### src/hdl/rio_params.svh
`ifndef RIO_PARAMS_SVH
`define RIO_PARAMS_SVH

// connections supervised
`define RIO_NCONN 3

// error-status codes
`define RIO_CODE_NORMAL 8'h00
`define RIO_CODE_TIMEOUT 8'h01
`define RIO_CODE_DISC 8'h02
`define RIO_CODE_SLVERR 8'h0A

// timing: core clock and the 100 ms timeout step
`define RIO_CLK_HZ 200000000
`define RIO_TICK_MS 100
`define RIO_TICK_CYCLES ((`RIO_CLK_HZ / 1000) * `RIO_TICK_MS)

// reset values and the smallest timeout
`define RIO_CTRL_RST 3'h7
`define RIO_TMO_RST 8'h14
`define RIO_TMO_MIN 8'h01
`define RIO_PORT_RST 16'h083E

// register byte offsets
`define RIO_A_CTRL 8'h00
`define RIO_A_STAT 8'h04
`define RIO_A_CODE 8'h08
`define RIO_A_IRQ_STAT 8'h0C
`define RIO_A_IRQ_MASK 8'h10
`define RIO_A_TMO0 8'h14
`define RIO_A_PORT0 8'h20
`define RIO_A_TOCNT 8'h2C

// status register field positions
`define RIO_STAT_ERR_LSB 0
`define RIO_STAT_CONN_LSB 4
`define RIO_STAT_OUTS_LSB 8

`endif

### src/hdl/rio_pkg.sv
package rio_pkg;

	typedef enum logic [2:0]
	{
		ST_IDLE = 3'h1,
		ST_OPEN = 3'h2,
		ST_LINK = 3'h4
	} rio_conn_state_type;

endpackage

### src/hdl/rio_tick.sv
`include "rio_params.svh"

module rio_tick #(
	parameter int TICK_CYCLES = `RIO_TICK_CYCLES
) (
	// clock and reset
	input wire logic core_clk,
	input wire logic rst,
	// 100 ms step pulse
	output logic tick
);

	logic [31:0] cnt_r;
	logic [31:0] cnt_nxt;
	logic tick_nxt;

	always_comb
	begin
		cnt_nxt = cnt_r + 32'h00000001;
		tick_nxt = 1'b0;
		if (cnt_r >= 32'(TICK_CYCLES - 1))
		begin
			cnt_nxt = 32'h00000000;
			tick_nxt = 1'b1;
		end
	end

	always_ff @(posedge core_clk)
	begin
		if (rst)
		begin
			cnt_r <= 32'h00000000;
			tick <= 1'b0;
		end
		else
		begin
			cnt_r <= cnt_nxt;
			tick <= tick_nxt;
		end
	end

endmodule

### src/hdl/rio_conn.sv
`include "rio_params.svh"

module rio_conn (
	// clock and reset
	input wire logic core_clk,
	input wire logic rst,
	// pacing and configuration
	input wire logic enable,
	input wire logic scan_end,
	input wire logic tick,
	input wire logic [7:0] timeout_units,
	// network engine events
	input wire logic conn_ok,
	input wire logic conn_fail,
	input wire logic link_drop,
	input wire logic resp_valid,
	input wire logic resp_err,
	// requests to the engine
	output logic open_req,
	output logic data_req,
	// state
	output logic err_flag,
	output logic [7:0] code,
	output logic connected,
	output logic outstanding,
	// one-cycle events
	output logic err_rise,
	output logic err_fall,
	output logic timeout_evt
);

	rio_pkg::rio_conn_state_type state_r, state_nxt;
	logic [7:0] cnt_r, cnt_nxt, code_nxt, limit;
	logic err_nxt, conn_nxt, outs_nxt, open_nxt, data_nxt, to_nxt;

	assign limit = (timeout_units < `RIO_TMO_MIN) ? `RIO_TMO_MIN : timeout_units;

	always_comb
	begin
		state_nxt = state_r;
		cnt_nxt = cnt_r;
		code_nxt = code;
		err_nxt = err_flag;
		conn_nxt = connected;
		outs_nxt = outstanding;
		open_nxt = 1'b0;
		data_nxt = 1'b0;
		to_nxt = 1'b0;
		case (state_r)
			rio_pkg::ST_IDLE:
			begin
				// retry the open only at end of scan
				if (scan_end && enable)
				begin
					open_nxt = 1'b1;
					state_nxt = rio_pkg::ST_OPEN;
				end
			end
			rio_pkg::ST_OPEN:
			begin
				if (conn_ok)
				begin
					state_nxt = rio_pkg::ST_LINK;
					code_nxt = `RIO_CODE_NORMAL;
					err_nxt = 1'b0;
					conn_nxt = 1'b1;
				end
				else if (conn_fail)
				begin
					// flag and code 2 stay as they are
					state_nxt = rio_pkg::ST_IDLE;
				end
			end
			rio_pkg::ST_LINK:
			begin
				if (link_drop || !enable)
				begin
					state_nxt = rio_pkg::ST_IDLE;
					code_nxt = `RIO_CODE_DISC;
					err_nxt = 1'b1;
					conn_nxt = 1'b0;
					outs_nxt = 1'b0;
				end
				else if (outstanding)
				begin
					if (resp_valid)
					begin
						outs_nxt = 1'b0;
						// late answer also lands here and restores normal, or sets code 10 on an error answer
						code_nxt = resp_err ? `RIO_CODE_SLVERR : `RIO_CODE_NORMAL;
						err_nxt = resp_err;
					end
					else if (tick && cnt_r != 8'hFF)
					begin
						cnt_nxt = cnt_r + 8'h01;
						if (cnt_nxt == limit)
						begin
							code_nxt = `RIO_CODE_TIMEOUT;
							err_nxt = 1'b1;
							to_nxt = 1'b1;
						end
					end
				end
				else if (scan_end)
				begin
					data_nxt = 1'b1;
					outs_nxt = 1'b1;
					cnt_nxt = 8'h00;
				end
			end
			default:
			begin
				state_nxt = rio_pkg::ST_IDLE;
			end
		endcase
	end

	assign err_rise = err_nxt & ~err_flag;
	assign err_fall = ~err_nxt & err_flag;

	always_ff @(posedge core_clk)
	begin
		if (rst)
		begin
			state_r <= rio_pkg::ST_IDLE;
			cnt_r <= 8'h00;
			code <= `RIO_CODE_DISC;
			err_flag <= 1'b1;
			connected <= 1'b0;
			outstanding <= 1'b0;
			open_req <= 1'b0;
			data_req <= 1'b0;
			timeout_evt <= 1'b0;
		end
		else
		begin
			state_r <= state_nxt;
			cnt_r <= cnt_nxt;
			code <= code_nxt;
			err_flag <= err_nxt;
			connected <= conn_nxt;
			outstanding <= outs_nxt;
			open_req <= open_nxt;
			data_req <= data_nxt;
			timeout_evt <= to_nxt;
		end
	end

endmodule

### src/hdl/rio_sup.sv
// Chosen here: the address-and-strobe port and the register addresses.
`include "rio_params.svh"

module rio_sup #(
	parameter int TICK_CYCLES = `RIO_TICK_CYCLES
) (
	// clock and reset
	input wire logic core_clk,
	input wire logic rst,
	// register port
	input wire logic [7:0] reg_addr,
	input wire logic [31:0] reg_wdata,
	input wire logic reg_wr,
	input wire logic reg_rd,
	output logic [31:0] reg_rdata,
	// interrupt
	output logic irq,
	// scan pacing
	input wire logic scan_end,
	// network engine, one bit or one 16-bit target port per connection
	input wire logic [2:0] conn_ok,
	input wire logic [2:0] conn_fail,
	input wire logic [2:0] link_drop,
	input wire logic [2:0] resp_valid,
	input wire logic [2:0] resp_err,
	output logic [2:0] open_req,
	output logic [2:0] data_req,
	output logic [15:0] slave1_port,
	output logic [15:0] slave2_port,
	output logic [15:0] slave3_port,
	// per-connection status
	output logic slave1_comm_error_flag,
	output logic slave2_comm_error_flag,
	output logic slave3_comm_error_flag,
	output logic [7:0] slave1_error_status_code,
	output logic [7:0] slave2_error_status_code,
	output logic [7:0] slave3_error_status_code,
	output logic slave1_connected_flag,
	output logic slave2_connected_flag,
	output logic slave3_connected_flag
);

	localparam int NC = `RIO_NCONN;

	logic tick;
	logic [2:0] err_flag, connected, outstanding, err_rise, err_fall, timeout_evt;
	logic [7:0] code [NC];

	// software state
	logic [2:0] ctrl_r, ctrl_nxt;
	logic [5:0] irq_r, irq_nxt, mask_r, mask_nxt;
	logic [7:0] tmo_r [NC];
	logic [7:0] tmo_nxt [NC];
	logic [15:0] port_r [NC];
	logic [15:0] port_nxt [NC];
	logic [7:0] tocnt_r [NC];
	logic [7:0] tocnt_nxt [NC];
	logic [31:0] rdata_nxt;

	// index of a per-connection word, 3 when outside the block
	function automatic logic [1:0] slot(input logic [7:0] a, input logic [7:0] base);
		logic [7:0] d;
		d = a - base;
		if (a < base || d[1:0] != 2'b00 || d[7:2] >= 6'(NC))
			slot = 2'h3;
		else
			slot = d[3:2];
	endfunction

	// three per-connection bytes in one read word, connection 1 lowest
	function automatic logic [31:0] pack3(input logic [7:0] b0, input logic [7:0] b1,
		input logic [7:0] b2);
		pack3 = {8'h00, b2, b1, b0};
	endfunction

	rio_tick #(
		.TICK_CYCLES(TICK_CYCLES)
	) u_tick (
		.core_clk(core_clk),
		.rst(rst),
		.tick(tick)
	);

	// one independent supervisor per connection, all fed the same scan end
	for (genvar i = 0; i < NC; i++)
	begin : g_conn
		rio_conn u_conn (
			.core_clk(core_clk),
			.rst(rst),
			.enable(ctrl_r[i]),
			.scan_end(scan_end),
			.tick(tick),
			.timeout_units(tmo_r[i]),
			.conn_ok(conn_ok[i]),
			.conn_fail(conn_fail[i]),
			.link_drop(link_drop[i]),
			.resp_valid(resp_valid[i]),
			.resp_err(resp_err[i]),
			.open_req(open_req[i]),
			.data_req(data_req[i]),
			.err_flag(err_flag[i]),
			.code(code[i]),
			.connected(connected[i]),
			.outstanding(outstanding[i]),
			.err_rise(err_rise[i]),
			.err_fall(err_fall[i]),
			.timeout_evt(timeout_evt[i])
		);
	end

	assign slave1_comm_error_flag = err_flag[0];
	assign slave2_comm_error_flag = err_flag[1];
	assign slave3_comm_error_flag = err_flag[2];
	assign slave1_error_status_code = code[0];
	assign slave2_error_status_code = code[1];
	assign slave3_error_status_code = code[2];
	assign slave1_connected_flag = connected[0];
	assign slave2_connected_flag = connected[1];
	assign slave3_connected_flag = connected[2];
	assign slave1_port = port_r[0];
	assign slave2_port = port_r[1];
	assign slave3_port = port_r[2];

	assign irq = |(irq_r & mask_r);

	// control, mask and interrupt status
	always_comb
	begin
		ctrl_nxt = ctrl_r;
		mask_nxt = mask_r;
		irq_nxt = irq_r;
		if (reg_wr)
		begin
			case (reg_addr)
				`RIO_A_CTRL:
				begin
					// a cleared enable drops that link to code 2
					ctrl_nxt = reg_wdata[2:0];
				end
				`RIO_A_IRQ_MASK:
				begin
					mask_nxt = reg_wdata[5:0];
				end
				`RIO_A_IRQ_STAT:
				begin
					irq_nxt = irq_r & ~reg_wdata[5:0];
				end
				default:
				begin
					ctrl_nxt = ctrl_r;
				end
			endcase
		end
		// a new event wins over a same-cycle clear
		irq_nxt = irq_nxt | {err_fall, err_rise};
	end

	always_ff @(posedge core_clk)
	begin
		if (rst)
		begin
			ctrl_r <= `RIO_CTRL_RST;
			mask_r <= 6'h00;
			irq_r <= 6'h00;
		end
		else
		begin
			ctrl_r <= ctrl_nxt;
			mask_r <= mask_nxt;
			irq_r <= irq_nxt;
		end
	end

	// per-connection timeout, target port and timeout count
	always_comb
	begin
		logic [1:0] ts;
		logic [1:0] ps;
		ts = slot(reg_addr, `RIO_A_TMO0);
		ps = slot(reg_addr, `RIO_A_PORT0);
		for (int i = 0; i < NC; i++)
		begin
			tmo_nxt[i] = tmo_r[i];
			port_nxt[i] = port_r[i];
			tocnt_nxt[i] = tocnt_r[i];
			if (reg_wr && ts == 2'(i))
			begin
				tmo_nxt[i] = reg_wdata[7:0];
			end
			if (reg_wr && ps == 2'(i))
			begin
				port_nxt[i] = reg_wdata[15:0];
			end
			// any write to the count register clears, a timeout in the same cycle still counts
			if (reg_wr && reg_addr == `RIO_A_TOCNT)
			begin
				tocnt_nxt[i] = 8'h00;
			end
			if (timeout_evt[i] && tocnt_nxt[i] != 8'hFF)
			begin
				tocnt_nxt[i] = tocnt_nxt[i] + 8'h01;
			end
		end
	end

	always_ff @(posedge core_clk)
	begin
		if (rst)
		begin
			for (int i = 0; i < NC; i++)
			begin
				tmo_r[i] <= `RIO_TMO_RST;
				port_r[i] <= `RIO_PORT_RST;
				tocnt_r[i] <= 8'h00;
			end
		end
		else
		begin
			for (int i = 0; i < NC; i++)
			begin
				tmo_r[i] <= tmo_nxt[i];
				port_r[i] <= port_nxt[i];
				tocnt_r[i] <= tocnt_nxt[i];
			end
		end
	end

	// read data, valid only in the cycle after the strobe
	always_comb
	begin
		logic [1:0] ts;
		logic [1:0] ps;
		ts = slot(reg_addr, `RIO_A_TMO0);
		ps = slot(reg_addr, `RIO_A_PORT0);
		rdata_nxt = 32'h00000000;
		if (reg_rd)
		begin
			case (reg_addr)
				`RIO_A_CTRL:
				begin
					rdata_nxt[2:0] = ctrl_r;
				end
				`RIO_A_STAT:
				begin
					rdata_nxt[`RIO_STAT_ERR_LSB +: 3] = err_flag;
					rdata_nxt[`RIO_STAT_CONN_LSB +: 3] = connected;
					rdata_nxt[`RIO_STAT_OUTS_LSB +: 3] = outstanding;
				end
				`RIO_A_CODE:
				begin
					rdata_nxt = pack3(code[0], code[1], code[2]);
				end
				`RIO_A_IRQ_STAT:
				begin
					rdata_nxt[5:0] = irq_r;
				end
				`RIO_A_IRQ_MASK:
				begin
					rdata_nxt[5:0] = mask_r;
				end
				`RIO_A_TOCNT:
				begin
					rdata_nxt = pack3(tocnt_r[0], tocnt_r[1], tocnt_r[2]);
				end
				default:
				begin
					// unmapped and misaligned addresses read as zero
					if (ts != 2'h3)
					begin
						rdata_nxt[7:0] = tmo_r[ts];
					end
					else if (ps != 2'h3)
					begin
						rdata_nxt[15:0] = port_r[ps];
					end
				end
			endcase
		end
	end

	always_ff @(posedge core_clk)
	begin
		if (rst)
		begin
			reg_rdata <= 32'h00000000;
		end
		else
		begin
			reg_rdata <= rdata_nxt;
		end
	end

endmodule

### config.mk
export PLATFORM = sky130hd
export DESIGN_NAME = rio_sup
export DESIGN_NICKNAME = d
export VERILOG_FILES = /design/src/hdl/rio_pkg.sv /design/src/hdl/rio_tick.sv /design/src/hdl/rio_conn.sv /design/src/hdl/rio_sup.sv
export VERILOG_INCLUDE_DIRS = /design/src /design/src/hdl
export SDC_FILE = /design/constraint.sdc
export NUM_CORES = 1
export LEC_CHECK = 0
export CAP_MARGIN = 40
export CELL_PAD_IN_SITES_DETAIL_PLACEMENT = 0
export CELL_PAD_IN_SITES_GLOBAL_PLACEMENT = 2
export CORE_MARGIN = 2
export CORE_UTILIZATION = 38
export DETAILED_ROUTE_END_ITERATION = 10
export DONT_BUFFER_PORTS = 1
export PLACE_DENSITY = 0.92
export REMOVE_ABC_BUFFERS = 1
export SKIP_CTS_REPAIR_TIMING = 1
export SYNTH_ARGS = -nofsm -noshare
export SYNTH_HDL_FRONTEND = slang
export SYNTH_HIERARCHICAL = 1
export SYNTH_SLANG_ARGS = --single-unit
### constraint.sdc
create_clock -name core_clk -period 3.3 [get_ports core_clk]
set_input_delay 0.33 -clock core_clk [delete_from_list [all_inputs] [get_ports core_clk]]
set_output_delay 0.33 -clock core_clk [all_outputs]
set_load 0.02 [all_outputs]
# Yosys cells after proc, flatten, opt, wreduce, memory -nomap -nowiden

Memories as Yosys holds them, arrays and structs flattened.
Cells that the tools add are included.

Word-level logic and storage cells: 354
Input port bits: 60
RAM bits: 96
Memories kept: 3
Output and inout port bits: 117
Flip-flop bits (word level): 155

Memories:

| memory  | depth | width | rd ports | clocked after memory_dff | write ports | RTL line      | RTL |
|---|---|---|---|---|---|---|---|
| port_r  | 3     | 16    | 4        | 0                        | 3           | rio_sup.sv:54 | `logic [15:0] port_r [NC];` |
| tmo_r   | 3     | 8     | 4        | 0                        | 3           | rio_sup.sv:52 | `logic [7:0] tmo_r [NC];` |
| tocnt_r | 3     | 8     | 3        | 0                        | 3           | rio_sup.sv:56 | `logic [7:0] tocnt_r [NC];` |

Mux-type cells: 138
Reduce and logical (&&, ||, !) cells: 66
Equality and inequality tests: 56
Magnitude comparators: 8
$add $sub $neg: 9
Bitwise gates (word level): 41

Operators with widths:

| operator                                                    | number |
|---|---|
| two-way mux 8 bit                                           | 48 |
| two-way mux 16 bit                                          | 7 |
| case mux 8 bit (2 select lines)                             | 4 |
| adder 8 x 1 -> 8 bit (second input constant)                | 6 |
| != test 8 bit (second input constant)                       | 6 |
| two-way mux 1 bit                                           | 44 |
| two-way mux 3 bit                                           | 12 |
| adder 32 x 1 -> 32 bit (second input constant)              | 1 |
| >= comparator 32 x 25 -> 1 bit (second input constant)      | 1 |
| AND reduction 5 bit                                         | 6 |
| case mux 3 bit (3 select lines)                             | 3 |
| equality test 8 bit                                         | 3 |
| less-than comparator 8 x 1 -> 1 bit (second input constant) | 3 |
| != test 4 x 2 -> 1 bit (second input constant)              | 6 |
| OR reduction 6 bit                                          | 4 |
| != test 2 bit (second input constant)                       | 11 |
| inverter 1 bit                                              | 22 |
| case mux 3 bit (6 select lines)                             | 1 |
| AND reduction 3 bit                                         | 6 |
| equality test 8 x 4 -> 1 bit (second input constant)        | 2 |
| logical AND 1 bit                                           | 16 |
| nonzero test 2 bit                                          | 8 |
| OR reduction 4 bit                                          | 4 |
| case mux 5 bit (3 select lines)                             | 1 |
| other kinds (37)                                            | 93 |

# Depth between registers and ports, before layout

An unclocked memory read counts as a cell.

Depth in word-level cells: 13
Depth in mapped cells: 11
Depth with buffers taken out: 10

# Hierarchy

The synthesis kept the hierarchy.

Modules (own cells, without submodules):

| module   | seq. area each (sq um) | cells an instance | times used | area each (sq um) |
|---|---|---|---|---|
| rio_sup  | 2702.6                 | 786               | 1          | 6587.6 |
| rio_conn | 400.4                  | 174               | 3          | 1350.0 |
| rio_tick | 660.6                  | 154               | 1          | 1471.4 |

# Worst setup path before layout

Ideal clock, no wire load.

Kind: in2reg
Start point: input port reg_addr[3]
End point: memory tmo_r[0][7]
Slack: 536 ps
Path buffers: 3
Cell stages on the path: 9
Arrival: 2637 ps
Required time: 3172 ps
Setup time: 128 ps
Path through: clkbuf_1 > clkbuf_1 > inv_1 > ha_1 > clkbuf_1 > inv_1 > a2111oi_4 > mux2i_1 > nor2_1

RTL lines:

| item            | RTL line      | RTL |
|---|---|---|
| start, declared | rio_sup.sv:11 | `input wire logic [7:0] reg_addr,` |
| end, declared   | rio_sup.sv:52 |  |

# Worst setup path after layout

Start point: register g_conn[0].u_conn.cnt_r[0]
End point: register irq_r[0]

Longest elaborated chain between the ends: 10
Elaborated cells between the ends (all ways): 12
Classes of those cells: add/sub: 1; eq/ne: 2; mux: 6; bitwise: 2; reduce/logical: 1

RTL lines:

| item                                | RTL line        | RTL |
|---|---|---|
| start, declared                     | rio_conn.sv:33  | `logic [7:0] cnt_r, cnt_nxt, code_nxt, limit;` |
| start signal, assigned              | rio_conn.sv:138 | `cnt_r <= cnt_nxt;` |
| adder 8 x 1 -> 8 bit                | rio_conn.sv:95  | `cnt_nxt = cnt_r + 8'h01;` |
| equality test 8 bit                 | rio_conn.sv:96  | `if (cnt_nxt == limit)` |
| two-way mux 1 bit                   | rio_conn.sv:96  |  |
| two-way mux 1 bit (*)               | rio_conn.sv:93  | `else if (tick && cnt_r != 8'hFF)` |
| two-way mux 1 bit (*)               | rio_conn.sv:86  | `if (resp_valid)` |
| two-way mux 1 bit (*)               | rio_conn.sv:84  | `else if (outstanding)` |
| two-way mux 1 bit (*)               | rio_conn.sv:76  | `if (link_drop \|\| !enable)` |
| case mux 1 bit (2 select lines) (*) | rio_conn.sv:49  | `case (state_r)` |
| bitwise AND 1 bit (*)               | rio_conn.sv:118 | `assign err_rise = err_nxt & ~err_flag;` |
| named net err_rise[0]               | rio_sup.sv:46   | `logic [2:0] err_flag, connected, outstanding, err_rise, err_fall, timeout_evt;` |
| OR 6 bit (*)                        | rio_sup.sv:155  | `irq_nxt = irq_nxt \| {err_fall, err_rise};` |
| end signal, assigned                | rio_sup.sv:170  | `irq_r <= irq_nxt;` |
| end, declared                       | rio_sup.sv:51   | `logic [5:0] irq_r, irq_nxt, mask_r, mask_nxt;` |

Mark *: on every way through the listed nets, which the timed path passes. The rest lies on a longest branch.
A chain may end at the register's enable or synchronous reset.

==> impl_metrics.yaml <==
grt:
  grt_max_degree: 158
  grt_pass1_wl_mm: 54.7
  antenna_found_initial: 1
  grt-ovfl-total: 0
  grt_pass1_vias: 9784
  grt_usage_pct: 20.4
floorplanning:
  core_mm2: 0.0315
  die_w_um: 183
  dieArea_mm2: 0.0333
  num_io_pins: 177
  fp.dieH_um: 183
  start_util_pct: 38.5
  num_rows: 65
synth:
  synth_largest_area_cell: "dfxtp_1"
  yosysUniqueCellTypes: 80
  synthAdderAreaFrac_pct: 1.45
  postSynth.asyncResetShare_pct: 0
  synthTopCellsByCount: "228 x dfxtp_1, 185 x nand2_1, 138 x nor2_1, 107 x a21oi_1, 68 x o21ai_0"
  yosys_warnings: 6
  syn_area_per_cell_um2: 8.28
  synth-main-ff-cell: "dfxtp_1"
  synth_xor_area_share_pct: 3.62
  synth_top_area_share_pct: 37.7
  synth_top_family_by_area: "simple AND/OR/NAND/NOR gates"
  synth-seq-area-share_pct: 37.7
  syn_inst: 1462
  synth_most_common_cell: "dfxtp_1"
  synth_enable_flop_cells: 0
  synthTopCellsByArea: "dfxtp_1 38%, nand2_1 5.7%, mux2i_1 5.5%"
  muxShareOfSynthArea_pct: 6.01
  ys_ff_latch: 228
  synth-simple-area-share_pct: 25.9
  syn-cell-area_mm2: 0.0121
  synth_compound_area_share_pct: 20.0
outcome:
  violations: "hold timing"
  status: "complete, but fails checks"
pwr:
  leakage_nw: 4.62
  powerDensity_mw_per_mm2: 442
  p_total_mw: 5.94
  vdd_drop_max_mv: 0.309
final_layout:
  fill_cells: 3111
  area_growth_pct: 10.9
  multi_input_area_mm2: 0.00701
  nets: 1527
  fin_cells: 1871
  diodes: 0
  drive_above_1_share_pct: 8.30
  regArea_mm2: 0.00456
min_path:
  min_from: "reg_wdata[5]"
  min_path_type: "in -> reg"
cts:
  cts.sinks: 228
  htreeDepth: 1
  cts_buffers: 26
  ctsRootBufferMaster: "clkbuf_16"
  clockBufferDepth: 3
  tritoncts: "built"
  clk_pin_slew_ps: 60
  clock_latency_ps: 530
setup_path:
  cp-start-kind: "flop"
  critPathTopFamily: "simple AND/OR/NAND/NOR gates"
  crit_arrival_ps: 3010
  endpoint_kind: "flop"
  startpoint: "g_conn[0].u_conn/cnt_r[0]"
  cp.required_ps: 3770
  crit_buf_inv: 0
  slowest_delay_ps: 440
  crit_chain: "ha_1 -> nand2_1 -> or3_1 -> a221oi_2 -> nand3_2 -> o31ai_1 -> a21oi_1 -> nor2_1"
  crit_slowest_cell: "dfxtp_1"
  worstPathMaxFanout: 8
  critical_path_class: "reg -> reg"
  worst_r2r_startpoint: "g_conn[0].u_conn/cnt_r[0]"
route:
  routed_wl_mm: 36.9
  routed_via_density: 5.67
  antenna_left: 0
  routedWlPerCell_um: 19.7
  drc: 0
  vias: 10603
  dr.pass1.iters: 5
  drt_iter0_drc: 678
place:
  place.gp.congestion: 0.815
  io_buffers: 0
  dp.cells: 1806
  dp_hpwl_mm: 24.9
sta:
  rsz0062_at_grt: "false"
  fmax_ghz: 0.393
  hold_ws_ps: -46.3
  relSlewSlack_pct: 46.4
  fin_crit_sh_pct: 77.2
  finalSetupTns_ps: 0
  fin_crit_ps: 2550
  setup_violations: 0
  timing_hold_violations_final: 7
  slew_viol_final: 0
  worst_pin_slew_ps: 802
  skew_ps: 11.6
run:
  cap_violations: 0
sequential cells by signal (all words and copies together), names as in the netlist, 6 cells and up:
register,flops
port_r,48
u_tick/cnt_r,32
g_conn.u_conn/cnt_r,24
reg_rdata,24
tmo_r,24
tocnt_r,24
g_conn.u_conn/code,9
g_conn.u_conn/state_r,9
irq_r,6
mask_r,6
layer usage:
metal	wire [µm]	track usage [%]	part of all wire, %
met5	0	0	0
met4	1180	5.65	3.2
met3	2180	3.65	5.9
met2	17200	33.9	47
met1	16400	27.1	44
metrics by stage:
stage	worst slack [ps]	area (µm²)	utilization [%]
CTS	794	13200	41.9
finish	753	13400	42.7
global placement	690	12300	39.1
floorplan	-67.9	11700	-
global route	562	13400	42.7
detailed placement	648	12300	39.2
power breakdown:
part	switching [mW]	leakage, nW	internal, mW	total, mW
Combinational	0.192	2.37	0.101	0.293
Sequential	0.0354	1.84	2.77	2.81
Clock	1.15	0.408	1.68	2.84
Total	1.38	4.62	4.56	5.94
cell usage in the layout (no fill, tap or decap), types with 13 or more instances in the layout:
master         count
nand3b_1          19
a311oi_1          21
clkbuf_16         27
nor4_1            18
o21ai_0           68
nand3_1           45
xor2_1            18
a31oi_1           19
a21oi_1          107
xnor2_1           32
o211ai_1          13
nand2b_1          24
or3_1             25
dlygate4sd3_1     19
nor3_1            39
a22oi_1           32
mux2i_1           66
ha_1              14
inv_1             24
nand2_1          185
buf_4             18
nand4_1           14
dfxtp_1          228
nor2_1           138
and2_1            13
conb_1            30
logic make-up (layout without fill, tap and decap cells):
| group | count (synthesis) | in the layout |
|---|---|---|
| adder cells (fa/ha/maj) | 14 | 14 |
| AO/OA/AOI/OAI | 354 | 354 |
| AND/OR/NAND/NOR | 611 | 611 |
| other | 5 | 30 |
| flip-flops | 228 | 228 |
| XOR/XNOR | 50 | 50 |
| buffers and inverters | 128 | 110 |
| multiplexers | 72 | 72 |
path summary, 6_finish.rpt:
check        cells past startpoint              end  slack (ps)
max reg2reg                      8         irq_r[0]         750
max                              8         irq_r[0]         750
min reg2reg                      1  u_tick/cnt_r[0]         510
min                              2        mask_r[5]         -50
area by class of cell:
cell class / count / area share, %
clock inverters: 3 / 0.149
multi-input cells: 1131 / 52.2
well taps: 402 / 3.75
inverters: 25 / 0.699
repair buffers: 41 / 3.15
clock buffers: 41 / 6.09
flip-flops and latches: 228 / 34.0
Note: power is estimated with default switching activity, not from simulation.
